`config.mk`:
```
export PLATFORM = sky130hd
export DESIGN_NAME = ppc_host
export DESIGN_NICKNAME = d
export VERILOG_FILES = /design/src/rtl/ppc_pkg.sv /design/src/rtl/ppc_host.sv /design/src/rtl/ppc_axil_slave.sv
export SDC_FILE = /design/constraint.sdc
export NUM_CORES = 1
export LEC_CHECK = 0
export ABC_AREA = 0
export BUFFER_PORTS_ARGS = -buffer_cell sky130_fd_sc_hd__buf_2
export CAP_MARGIN = 20
export CORE_MARGIN = 3
export CORE_UTILIZATION = 25
export DETAILED_ROUTE_END_ITERATION = 10
export PLACE_DENSITY = 0.47
export SLEW_MARGIN = 20
export SYNTH_ARGS = -nofsm -noshare
export SYNTH_HDL_FRONTEND = slang
export SYNTH_HIERARCHICAL = 1
export SYNTH_SLANG_ARGS = --single-unit
```
`constraint.sdc`:
```
create_clock -name clk_i -period 2.95 [get_ports clk_i]
set_clock_uncertainty 0.05 [all_clocks]
set_input_delay 0.59 -clock clk_i [delete_from_list [all_inputs] [get_ports clk_i]]
set_output_delay 0.59 -clock clk_i [all_outputs]
set_load 0.005 [all_outputs]
```
`src/rtl/ppc_pkg.sv`:
```
package ppc_pkg;

  // --------------------------------------------------------------------------
  // Software register map (AXI4-Lite byte offsets)
  // --------------------------------------------------------------------------
  localparam logic [7:0] CTRL_OFF   = 8'h00;  // Mode, compat, freq select
  localparam logic [7:0] WORD_OFF   = 8'h04;  // Program word to load
  localparam logic [7:0] CMD_OFF    = 8'h08;  // Write starts a load
  localparam logic [7:0] STATUS_OFF = 8'h0C;  // Busy and loads done

  // --------------------------------------------------------------------------
  // Control field positions and reset values
  // --------------------------------------------------------------------------
  localparam int CTRL_PAR_POS    = 0;
  localparam int CTRL_SER_POS    = 1;
  localparam int CTRL_COMPAT_POS = 2;
  localparam int CTRL_FSEL_POS   = 3;
  localparam int CMD_HOP_POS     = 0;
  localparam logic [3:0]  CTRL_RST = 4'h0;
  localparam logic [19:0] WORD_RST = 20'h00000;

  // --------------------------------------------------------------------------
  // Program word layout and timing
  // --------------------------------------------------------------------------
  localparam int SER_BITS      = 20;
  localparam int LINK_NS       = 125;
  localparam int CLK_NS        = 10;
  localparam int HALF_CYC      = (LINK_NS / 2 + CLK_NS - 1) / CLK_NS;
  localparam logic [1:0] RESP_OKAY   = 2'h0;
  localparam logic [1:0] RESP_SLVERR = 2'h2;

  typedef struct packed {
    logic       pre_en_n;
    logic [5:0] ref_cnt;
    logic [8:0] main_cnt;
    logic [3:0] swallow_cnt;
  } ppc_word_t;

  typedef struct packed {
    logic [7:0] host_data_bus;
    logic       swallow_write_strobe;
    logic       main_low_write_strobe;
    logic       main_high_write_strobe;
    logic       hop_write;
    logic       serial_in;
    logic       serial_clk;
    logic       shift_enable_n;
  } ppc_pins_t;

  typedef enum logic [1:0] { ACC_IDLE, ACC_SLV, ACC_OK } ppc_dummy_t;

endpackage

```
`src/rtl/ppc_host.sv`:
```
`timescale 1ns/1ps
// Notes on behaviour
// - Compat low in bus modes: freq selects low.
// - Compat low bus mode: shared ref pins low.
// - Serial bit taken per rising clock, enable low.
// - Serial load is twenty bits, ref5 first.
// - Compat low: first four serial bits zero.
// - Serial order ref5..4, main8..7, pre, main, ref, swallow.
module ppc_host (
  input  wire logic        clk_i,
  input  wire logic        arst_n_i,
  input  wire logic [7:0]  s_awaddr_i,
  input  wire logic        s_awvalid_i,
  output logic             s_awready_o,
  input  wire logic [31:0] s_wdata_i,
  input  wire logic [3:0]  s_wstrb_i,
  input  wire logic        s_wvalid_i,
  output logic             s_wready_o,
  output logic [1:0]       s_bresp_o,
  output logic             s_bvalid_o,
  input  wire logic        s_bready_i,
  input  wire logic [7:0]  s_araddr_i,
  input  wire logic        s_arvalid_i,
  output logic             s_arready_o,
  output logic [31:0]      s_rdata_o,
  output logic [1:0]       s_rresp_o,
  output logic             s_rvalid_o,
  input  wire logic        s_rready_i,
  output logic             parallel_select_n_o,
  output logic             serial_select_o,
  output logic             compat_mode_n_o,
  output logic             bus_freq_select_o,
  output logic             serial_freq_select_o,
  output ppc_pkg::ppc_word_t program_port_o,
  output ppc_pkg::ppc_pins_t pins_o
);

  // --------------------------------------------------------------------------
  // Register bus
  // --------------------------------------------------------------------------
  logic        wr_en;
  logic [7:0]  wr_addr;
  logic [31:0] wr_data;
  logic [3:0]  wr_strb;
  logic [7:0]  rd_addr;
  logic [31:0] rd_data;
  logic        rd_ok;
  logic        wr_ok;
  logic [3:0]  ctrl_reg;
  ppc_pkg::ppc_word_t word_reg;
  logic        busy_reg;
  logic [15:0] done_reg;

  ppc_axil_slave u_slave (
    .clk_i     (clk_i),
    .arst_n_i  (arst_n_i),
    .awaddr_i  (s_awaddr_i),
    .awvalid_i (s_awvalid_i),
    .awready_o (s_awready_o),
    .wdata_i   (s_wdata_i),
    .wstrb_i   (s_wstrb_i),
    .wvalid_i  (s_wvalid_i),
    .wready_o  (s_wready_o),
    .bresp_o   (s_bresp_o),
    .bvalid_o  (s_bvalid_o),
    .bready_i  (s_bready_i),
    .araddr_i  (s_araddr_i),
    .arvalid_i (s_arvalid_i),
    .arready_o (s_arready_o),
    .rdata_o   (s_rdata_o),
    .rresp_o   (s_rresp_o),
    .rvalid_o  (s_rvalid_o),
    .rready_i  (s_rready_i),
    .wr_en_o   (wr_en),
    .wr_addr_o (wr_addr),
    .wr_data_o (wr_data),
    .wr_strb_o (wr_strb),
    .rd_addr_o (rd_addr),
    .rd_data_i (rd_data),
    .rd_ok_i   (rd_ok),
    .wr_ok_i   (wr_ok)
  );

  // Writes to control, word and command answer OKAY; during a load they are dropped so pins never shift mid-load
  assign wr_ok = (wr_addr == ppc_pkg::CTRL_OFF) || (wr_addr == ppc_pkg::WORD_OFF)
              || (wr_addr == ppc_pkg::CMD_OFF);
  logic start;
  assign start = wr_en && (wr_addr == ppc_pkg::CMD_OFF) && wr_strb[0] && !busy_reg;

  always_ff @(posedge clk_i or negedge arst_n_i) begin
    if (!arst_n_i) begin
      ctrl_reg <= ppc_pkg::CTRL_RST;
      word_reg <= ppc_pkg::WORD_RST;
    end else if (wr_en && !busy_reg) begin
      if (wr_addr == ppc_pkg::CTRL_OFF && wr_strb[0]) begin
        ctrl_reg <= wr_data[3:0];
      end
      if (wr_addr == ppc_pkg::WORD_OFF) begin
        if (wr_strb[0]) word_reg[7:0]   <= wr_data[7:0];
        if (wr_strb[1]) word_reg[15:8]  <= wr_data[15:8];
        if (wr_strb[2]) word_reg[19:16] <= wr_data[19:16];
      end
    end
  end

  // Read mux
  always_comb begin
    rd_ok   = 1'b1;
    rd_data = 32'h00000000;
    unique case (rd_addr)
      ppc_pkg::CTRL_OFF:   rd_data = {28'h0000000, ctrl_reg};
      ppc_pkg::WORD_OFF:   rd_data = {12'h000, word_reg};
      ppc_pkg::CMD_OFF:    rd_data = 32'h00000000;
      ppc_pkg::STATUS_OFF: rd_data = {done_reg, 15'h0000, busy_reg};
      default:             rd_ok   = 1'b0;
    endcase
  end

  // --------------------------------------------------------------------------
  // Mode and frequency select pins
  // --------------------------------------------------------------------------
  logic par_mode;
  logic ser_mode;
  logic compat_low;
  assign par_mode   = ctrl_reg[ppc_pkg::CTRL_PAR_POS];
  assign ser_mode   = ctrl_reg[ppc_pkg::CTRL_SER_POS];
  assign compat_low = !ctrl_reg[ppc_pkg::CTRL_COMPAT_POS];
  assign parallel_select_n_o = par_mode;
  assign serial_select_o     = ser_mode;
  assign compat_mode_n_o     = !compat_low;
  // Freq selects held low in compat mode so primaries stay inactive
  assign bus_freq_select_o    = !par_mode && !ser_mode && !compat_low
                                && ctrl_reg[ppc_pkg::CTRL_FSEL_POS];
  assign serial_freq_select_o = !par_mode && ser_mode && !compat_low
                                && ctrl_reg[ppc_pkg::CTRL_FSEL_POS];

  // Parallel pins carry the word; extended bits have no pins, so they stay zero
  always_comb begin
    program_port_o = '0;
    if (par_mode) begin
      program_port_o = word_reg;
      program_port_o.main_cnt[8:7] = 2'h0;
      program_port_o.ref_cnt[5:4]  = 2'h0;
    end
  end

  // --------------------------------------------------------------------------
  // Load sequencer
  // --------------------------------------------------------------------------
  typedef enum { ST_IDLE, ST_SETUP, ST_HIGH, ST_LOW, ST_HOP, ST_END } ppc_state_t;
  ppc_state_t  state_reg;
  logic [3:0]  tick_reg;
  logic [4:0]  idx_reg;
  logic [19:0] ser_vec;
  logic [7:0]  byte_sel;
  ppc_pkg::ppc_word_t eff;

  // Extended bits sent as zero in compat mode
  always_comb begin
    eff = word_reg;
    if (compat_low) begin
      eff.main_cnt[8:7] = 2'h0;
      eff.ref_cnt[5:4]  = 2'h0;
    end
  end
  assign ser_vec = {eff.ref_cnt[5:4], eff.main_cnt[8:7], eff.pre_en_n,
                    eff.main_cnt[6:0], eff.ref_cnt[3:0], eff.swallow_cnt};

  // Byte per strobe index 0 swallow, 1 main low, 2 main high
  always_comb begin
    unique case (idx_reg)
      5'd0:    byte_sel = {eff.ref_cnt[3:0], eff.swallow_cnt};
      5'd1:    byte_sel = {eff.pre_en_n, eff.main_cnt[6:0]};
      default: byte_sel = {4'h0, eff.ref_cnt[5:4], eff.main_cnt[8:7]};
    endcase
  end

  // Half-period timer sets the strobe and serial clock rate
  logic tick;
  assign tick = (tick_reg == 4'(ppc_pkg::HALF_CYC - 1));
  always_ff @(posedge clk_i or negedge arst_n_i) begin
    if (!arst_n_i) begin
      tick_reg <= 4'h0;
    end else if (state_reg == ST_IDLE || tick) begin
      tick_reg <= 4'h0;
    end else begin
      tick_reg <= tick_reg + 4'h1;
    end
  end

  always_ff @(posedge clk_i or negedge arst_n_i) begin
    if (!arst_n_i) begin
      state_reg <= ST_IDLE;
      idx_reg   <= 5'd0;
      busy_reg  <= 1'b0;
      done_reg  <= 16'h0000;
      pins_o    <= 15'h0001;  // Enable idles high, so no false transfer edge after reset
    end else begin
      unique case (state_reg)
        ST_IDLE: begin
          pins_o.shift_enable_n <= 1'b1;
          if (start) begin
            busy_reg  <= 1'b1;
            idx_reg   <= 5'd0;
            state_reg <= par_mode ? ST_END : ST_SETUP;
          end
        end
        // Present data a half period before the rising edge
        ST_SETUP: if (tick) begin
          if (ser_mode) begin
            pins_o.shift_enable_n <= 1'b0;
            pins_o.serial_in      <= ser_vec[5'd19 - idx_reg];
          end else begin
            pins_o.host_data_bus <= byte_sel;
          end
          state_reg <= ST_HIGH;
        end
        ST_HIGH: if (tick) begin
          if (ser_mode) pins_o.serial_clk <= 1'b1;
          else begin
            pins_o.swallow_write_strobe   <= (idx_reg == 5'd0);
            pins_o.main_low_write_strobe  <= (idx_reg == 5'd1);
            pins_o.main_high_write_strobe <= (idx_reg == 5'd2);
          end
          state_reg <= ST_LOW;
        end
        ST_LOW: if (tick) begin
          pins_o.serial_clk             <= 1'b0;
          pins_o.swallow_write_strobe   <= 1'b0;
          pins_o.main_low_write_strobe  <= 1'b0;
          pins_o.main_high_write_strobe <= 1'b0;
          idx_reg <= idx_reg + 5'd1;
          if (idx_reg == (ser_mode ? 5'(ppc_pkg::SER_BITS - 1) : 5'd2)) begin
            state_reg <= ST_HOP;
          end else begin
            state_reg <= ST_SETUP;
          end
        end
        // Serial: enable rise transfers; bus: hop write pulse transfers
        ST_HOP: if (tick) begin
          if (ser_mode) begin
            pins_o.shift_enable_n <= 1'b1;
            state_reg <= ST_END;
          end else if (!pins_o.hop_write) begin
            pins_o.hop_write <= 1'b1;
          end else begin
            pins_o.hop_write <= 1'b0;
            state_reg <= ST_END;
          end
        end
        ST_END: begin
          pins_o.hop_write <= 1'b0;
          busy_reg  <= 1'b0;
          done_reg  <= done_reg + 16'h0001;
          state_reg <= ST_IDLE;
        end
        default: state_reg <= ST_IDLE;
      endcase
    end
  end

endmodule

```
`src/rtl/ppc_axil_slave.sv`:
```
`timescale 1ns/1ps
module ppc_axil_slave (
  input  wire logic        clk_i,
  input  wire logic        arst_n_i,
  input  wire logic [7:0]  awaddr_i,
  input  wire logic        awvalid_i,
  output logic             awready_o,
  input  wire logic [31:0] wdata_i,
  input  wire logic [3:0]  wstrb_i,
  input  wire logic        wvalid_i,
  output logic             wready_o,
  output logic [1:0]       bresp_o,
  output logic             bvalid_o,
  input  wire logic        bready_i,
  input  wire logic [7:0]  araddr_i,
  input  wire logic        arvalid_i,
  output logic             arready_o,
  output logic [31:0]      rdata_o,
  output logic [1:0]       rresp_o,
  output logic             rvalid_o,
  input  wire logic        rready_i,
  output logic             wr_en_o,
  output logic [7:0]       wr_addr_o,
  output logic [31:0]      wr_data_o,
  output logic [3:0]       wr_strb_o,
  output logic [7:0]       rd_addr_o,
  input  wire logic [31:0] rd_data_i,
  input  wire logic        rd_ok_i,
  input  wire logic        wr_ok_i
);

  // --------------------------------------------------------------------------
  // Write channel: take address and data in either order, then respond
  // --------------------------------------------------------------------------
  logic       aw_have_reg;
  logic       w_have_reg;
  logic [7:0] aw_reg;
  logic [31:0] w_reg;
  logic [3:0] s_reg;

  assign awready_o = !aw_have_reg && !bvalid_o;
  assign wready_o  = !w_have_reg && !bvalid_o;
  assign wr_en_o   = aw_have_reg && w_have_reg && !bvalid_o;
  assign wr_addr_o = aw_reg;
  assign wr_data_o = w_reg;
  assign wr_strb_o = s_reg;

  always_ff @(posedge clk_i or negedge arst_n_i) begin
    if (!arst_n_i) begin
      aw_have_reg <= 1'b0;
      w_have_reg  <= 1'b0;
      aw_reg      <= 8'h00;
      w_reg       <= 32'h00000000;
      s_reg       <= 4'h0;
      bvalid_o    <= 1'b0;
      bresp_o     <= 2'h0;
    end else begin
      if (awvalid_i && awready_o) begin
        aw_have_reg <= 1'b1;
        aw_reg      <= awaddr_i;
      end
      if (wvalid_i && wready_o) begin
        w_have_reg <= 1'b1;
        w_reg      <= wdata_i;
        s_reg      <= wstrb_i;
      end
      if (wr_en_o) begin
        aw_have_reg <= 1'b0;
        w_have_reg  <= 1'b0;
        bvalid_o    <= 1'b1;
        bresp_o     <= wr_ok_i ? ppc_pkg::RESP_OKAY : ppc_pkg::RESP_SLVERR;
      end else if (bvalid_o && bready_i) begin
        bvalid_o <= 1'b0;
      end
    end
  end

  // --------------------------------------------------------------------------
  // Read channel: one cycle after the address the data stand registered
  // --------------------------------------------------------------------------
  assign arready_o = !rvalid_o;
  assign rd_addr_o = araddr_i;

  always_ff @(posedge clk_i or negedge arst_n_i) begin
    if (!arst_n_i) begin
      rvalid_o <= 1'b0;
      rdata_o  <= 32'h00000000;
      rresp_o  <= 2'h0;
    end else if (arvalid_i && arready_o) begin
      rvalid_o <= 1'b1;
      rdata_o  <= rd_data_i;
      rresp_o  <= rd_ok_i ? ppc_pkg::RESP_OKAY : ppc_pkg::RESP_SLVERR;
    end else if (rvalid_o && rready_i) begin
      rvalid_o <= 1'b0;
    end
  end

endmodule

```
Yosys cells after proc, flatten, opt, wreduce, memory -nomap -nowiden
Cells that the tools add are included.
{ "op_classes": {"n_shift": 0, "bitwise_logic": 1, "add_sub_neg": 4, "n_mul": 0, "reduce_logical": 58, "div": 0, "eq_ne": 25, "order_cmp": 1, "muxes": 50} }
{ "ops": {"columns": ["op", "count"], "rows": [
  ["two-way mux 32 bit", 7],
  ["case mux 32 bit (5 select lines)", 1],
  ["case mux 32 bit (3 select lines)", 1],
  ["equality test 32 x 2 -> 1 bit, second input constant", 2],
  ["equality test 32 x 3 -> 1 bit, second input constant", 2],
  ["logical NOT 32 bit", 2],
  ["equality test 32 x 1 -> 1 bit, second input constant", 1],
  ["equality test 8 x 4 -> 1 bit, second input constant", 3],
  ["AND reduction 3 bit", 7],
  ["logical AND 1 bit", 20],
  ["two-way mux 20 bit", 1],
  ["!= test 2 bit, second input constant", 10],
  ["two-way mux 1 bit", 19],
  ["adder 16 x 1 -> 16 bit, second input constant", 1],
  ["equality test 8 x 3 -> 1 bit, second input constant", 2],
  ["logical NOT 8 bit", 2],
  ["case mux 8 bit (2 select lines)", 1],
  ["nonzero test 2 bit", 8],
  ["two-way mux 3 bit", 5],
  ["two-way mux 5 bit", 3],
  ["case mux 5 bit (2 select lines)", 1],
  ["two-way mux 2 bit", 4],
  ["AND reduction 4 bit", 2],
  ["logical NOT 1 bit", 7],
  ["other kinds (22)", 27]
]} }
{ "totals": {"word_cells": 169, "inputBits": 59, "mem_bits_rw": 0, "output_inout_bits": 81, "mem_bits_ro": 0, "regBits": 168, "latchBits": 0, "memories": 0} }

Depth between registers and ports, before layout
{ "logic_depth": {"ltp_word": 7, "depth_mapped": 8, "depth_no_buf": 6} }

Modules after synthesis
Netlist, hierarchy kept.
{ "modules_own_cells": {"columns": ["module", "cells_each", "seq_area_each_um2", "area_each_um2", "instances"], "rows": [
  ["ppc_host", 370, 1702.9, 3826.2, 1],
  ["ppc_axil_slave", 197, 2052.0, 3334.4, 1]
]} }

Least setup slack after synthesis
OpenSTA, ideal clock, no wires.
{ "synth_path": {"path_type": "reg-to-reg", "start": "register u_slave.aw_reg[5], in the netlist u_slave/wr_addr_o[5]", "end": "register ctrl_reg[0]", "n_path_buf": 1, "setup_time_ns": 0.125, "setup_slack_ns": 0.742, "path_stages_with_launch": 6, "t_required_ns": 2.775, "arrival_time_ns": 2.033, "synth_period_minus_slack_ns": 2.208, "path_cell_list": "dfrtp_1 > or4_4 > or2_1 > or4_4 > buf_6 > mux2_4"} }
{ "synth_between": {"elab_chain_len": 3} }
{ "synth_rtl": {"columns": ["element", "line", "source"], "rows": [
  ["start: declaration", "ppc_axil_slave.sv:37", "logic [7:0] aw_reg;"],
  ["start signal: assignment", "ppc_axil_slave.sv:60", "aw_reg <= awaddr_i;"],
  ["logical NOT 8 bit", "ppc_host.sv:95", "if (wr_addr == ppc_pkg::CTRL_OFF && wr_strb[0]) begin"],
  ["logical AND 1 bit", "ppc_host.sv:95", null],
  ["AND reduction 2 bit (no source line)", null, null],
  ["end signal: assignment", "ppc_host.sv:92", "ctrl_reg <= ppc_pkg::CTRL_RST;"],
  ["end signal: assignment", "ppc_host.sv:96", "ctrl_reg <= wr_data[3:0];"],
  ["end: declaration", "ppc_host.sv:49", "logic [3:0] ctrl_reg;"]
]} }
No other way between the ends.
A chain may end at the register's enable or synchronous reset.

Worst setup path after layout
{ "layout_path": {"start": "register u_slave.bvalid_o", "end": "register state_reg[0]"} }
{ "layout_between": {"elab_chain_len": 7} }
{ "layout_rtl": {"columns": ["element", "line", "source"], "rows": [
  ["start: declaration", "ppc_axil_slave.sv:13", "output logic bvalid_o,"],
  ["start signal: assignment", "ppc_axil_slave.sv:55", "bvalid_o <= 1'b0;"],
  ["start signal: assignment", "ppc_axil_slave.sv:70", "bvalid_o <= 1'b1;"],
  ["start signal: assignment", "ppc_axil_slave.sv:73", "bvalid_o <= 1'b0;"],
  ["logical NOT 1 bit", "ppc_axil_slave.sv:43", "assign wr_en_o = aw_have_reg && w_have_reg && !bvalid_o;"],
  ["logical AND 1 bit", "ppc_axil_slave.sv:43", null],
  ["named net wr_en", "ppc_host.sv:41", "logic wr_en;"],
  ["logical AND 1 bit (3 in series)", "ppc_host.sv:88", "assign start = wr_en && (wr_addr == ppc_pkg::CMD_OFF) && wr_strb[0] && !busy_reg;"],
  ["!= test 2 bit (no source line)", null, null],
  ["AND reduction 6 bit (no source line)", null, null],
  ["end signal: assignment", "ppc_host.sv:205", "state_reg <= par_mode ? ST_END : ST_SETUP;"],
  ["end: declaration", "ppc_host.sv:151", "ppc_state_t state_reg;"]
]} }
The timed path passes the listed nets, and every way through them passes these cells.

==> PnR_summary.wiki <==
{| class="wikitable"
! Metric !! Value
|-
| Max Clk Rate || 441 MHz
|-
| Router iterations before antenna repair || 5
|-
| Sum of negative setup slack || 0 ns
|-
| Final routed wire length divided by cell count || 16.7 um
|-
| Fillers || 2,728
|-
| DRC violation total after the first TritonRoute iteration || 283
|-
| Pin count of the biggest net entering global routing || 65
|-
| Max reg flops || 32
|-
| Clk sink count || 137
|-
| Final critical-path required period || 2.27 ns
|-
| Global placer's final weighted congestion || 0.725
|-
| Power density over the cells || 677 mW/mm^2
|-
| Number of remaining DRC errors || 0
|-
| Antenna violations before repair || 0
|-
| Num CTS Buffers || 17
|-
| Worst Hold Slack || 0.140 ns
|-
| Share of cells above drive strength 1 || 39.4%
|-
| Ports placed on the boundary || 140
|-
| Synthesized instance count || 541
|-
| Largest stage delay, worst path || 0.58 ns
|-
| Final-report setup violation count || 0
|-
| Slew Limit Headroom || 55.6%
|-
| H-tree levels || 4
|-
| First-pass GRT wire length || 26,700 um
|-
| Post-Syn Area per Cell || 12.3 sq um
|-
| Post-layout utilization of the core || 31.1%
|-
| Number of diodes added for antenna fixing || 0
|-
| Slowest cell on the critical path || sky130_fd_sc_hd__or4_1
|-
| Register with the most flip-flops || u_slave/rdata_o
|-
| Clock tree root buffer cell || sky130_fd_sc_hd__clkbuf_16
|-
| Count of final max-slew check failures || 0
|-
| X dimension of the die || 169 um
|-
| Detail Placement HPWL || 12,100 um
|-
| Via-to-Cell Ratio || 4.37
|-
| Effective utilization at floorplan || 25.5%
|-
| Transition time at the pin with the least slew margin || 0.666 ns
|-
| Final hold violations || 0
|-
| Crit Reg-Reg Endpoint || state_reg[0]$_DFFE_PN0P_
|-
| Nets@finish || 723
|-
| Maximum buffer depth of the clock tree || 2
|-
| Setup Fix Bufs, Post-CTS || 0
|-
| Slack of the worst reg-to-reg path || 0.68 ns
|-
| Number of synthesis warnings || 6
|-
| DRT Wirelength || 16,700 um
|-
| Worst hold path class || in -> async
|-
| Leakage || 4.02 nW
|-
| Critical path data required time || 3.19 ns
|-
| Maximum net fanout on the critical path || 9
|-
| Antenna Nets Post-Route || 0
|-
| Area inside the core boundary || 0.0261 sq mm
|-
| Post-route clock period utilization || 76.8%
|-
| Outcome || finished, final reports clean
|-
| Count of max-cap constraint violations || 0
|-
| Total of cells resized after clock tree synthesis || 0
|-
| Placement row count || 59
|-
| Setup repair after global routing missed its margin || false
|-
| Maximum resistive drop on vdd || 0.378 mV
|-
| CTS tree || built
|-
| R2R depth || 6
|-
| Vias in the first global route || 4,543
|-
| Input/output buffers || 120
|-
| Hold bufs inserted after CTS || 0
|-
| Height of the die || 169 um
|-
| Clock insertion delay at the later pin of the skew report || 0.41 ns
|-
| Critical Setup Path Class || reg -> reg
|-
| Via total after detailed routing || 4,388
|-
| CP Launch Type || flop
|-
| Dominant delay contributor by cell family on the critical path || simple AND/OR/NAND/NOR gates
|-
| Endpoint arrival time on the critical path || 2.51 ns
|-
| Source of the worst register-to-register timing path || u_slave/bvalid_o$_DFFE_PN0P_
|-
| Worst-path clk slew || 0.06 ns
|-
| Endpoint kind of the worst setup timing path || flop
|-
| Area of the die || 0.0286 sq mm
|-
| Chain of cells forming the critical path || nand3b_1 > inv_1 > nand2b_1 > or4_1 > nor2b_1 > a2111oi_2
|-
| Total standard cell area after synthesis || 0.00666 sq mm
|-
| Worst Path Buf+Inv || 1
|-
| Total global-route track usage || 12.1%
|-
| Syn-to-layout area delta || 22.1%
|-
| Total congestion overflow after global routing || 0
|-
| Overall power || 5.50 mW
|}
-- cell type report --
class / count / area (sq um) / area share [%]
repair buffers: 131 / 702 / 8.64
flip-flops and latches: 137 / 3430 / 42.2
clock inverters: 13 / 168 / 2.06
clock buffers: 19 / 433 / 5.33
multi-input cells: 351 / 2910 / 35.8
well taps: 335 / 419 / 5.16
inverters: 17 / 63.8 / 0.785
-- cell usage in the layout, fill, tap and decap left out, types with 3 or more instances in the layout --
master / instances
sky130_fd_sc_hd__dfrtp_1: 136
sky130_fd_sc_hd__o211ai_1: 3
sky130_fd_sc_hd__and2_1: 39
sky130_fd_sc_hd__mux4_2: 4
sky130_fd_sc_hd__bufinv_16: 3
sky130_fd_sc_hd__nor2_1: 32
sky130_fd_sc_hd__xnor2_1: 13
sky130_fd_sc_hd__a21oi_1: 14
sky130_fd_sc_hd__a22oi_1: 7
sky130_fd_sc_hd__nand2b_1: 6
sky130_fd_sc_hd__mux2_2: 63
sky130_fd_sc_hd__a22o_1: 4
sky130_fd_sc_hd__nor4_1: 4
sky130_fd_sc_hd__nand2_1: 19
sky130_fd_sc_hd__and3_1: 4
sky130_fd_sc_hd__clkbuf_16: 17
sky130_fd_sc_hd__or3_1: 3
sky130_fd_sc_hd__nand3b_1: 3
sky130_fd_sc_hd__buf_4: 10
sky130_fd_sc_hd__nor3_1: 5
sky130_fd_sc_hd__xor2_1: 9
sky130_fd_sc_hd__ha_1: 9
sky130_fd_sc_hd__nor2b_1: 4
sky130_fd_sc_hd__mux2i_1: 9
sky130_fd_sc_hd__a222oi_1: 4
sky130_fd_sc_hd__and3b_1: 4
sky130_fd_sc_hd__inv_1: 17
sky130_fd_sc_hd__nand3_1: 10
sky130_fd_sc_hd__mux2_4: 25
sky130_fd_sc_hd__o21ai_0: 7
sky130_fd_sc_hd__inv_6: 4
sky130_fd_sc_hd__nor3b_1: 4
sky130_fd_sc_hd__nand4_1: 5
sky130_fd_sc_hd__conb_1: 6
sky130_fd_sc_hd__buf_2: 119
-- worst max-delay path by stage --
stage	startpoint	to	slack, ns	cells after the start
after floorplan	u_slave/wr_addr_o[5]$_DFFE_PN0P_	ctrl_reg[0]$_DFFE_PN0P_	0.74	5
after global placement	u_slave/bvalid_o$_DFFE_PN0P_	eff[0]$_DFFE_PN0P_	0.69	7
after detailed placement	u_slave/bvalid_o$_DFFE_PN0P_	state_reg[0]$_DFFE_PN0P_	0.69	6
after CTS	ctrl_reg[0]$_DFFE_PN0P_	serial_freq_select_o	0.66	2
after global routing	u_slave/bvalid_o$_DFFE_PN0P_	state_reg[0]$_DFFE_PN0P_	0.44	6
final	u_slave/bvalid_o$_DFFE_PN0P_	state_reg[0]$_DFFE_PN0P_	0.68	6
-- per-layer routing --
metal  GRT usage (%)  vias to the layer above  routed length (um)
li1                -                     2109                   -
met1            17.2                     2162                8330
met2            18.5                      111                7580
met3            3.21                        6                 747
met4            2.74                        0                  95
met5               0                        -                   0
-- power breakdown --
group	switching, mW	internal [mW]	total (mW)
Sequential	0.289	2.17	2.46
Clock	0.845	1.34	2.19
Combinational	0.317	0.532	0.850
Total	1.45	4.05	5.50
-- stage by stage --
stage	instances	worst slack (ns)	instance area (sq um)
floorplan	545	0.742	6670
global placement	971	0.688	7530
detailed placement	971	0.692	7530
CTS	1003	0.662	8130
global route	1003	0.445	8130
finish	1003	0.684	8130
No activity file was read; power rests on OpenSTA's default activity.
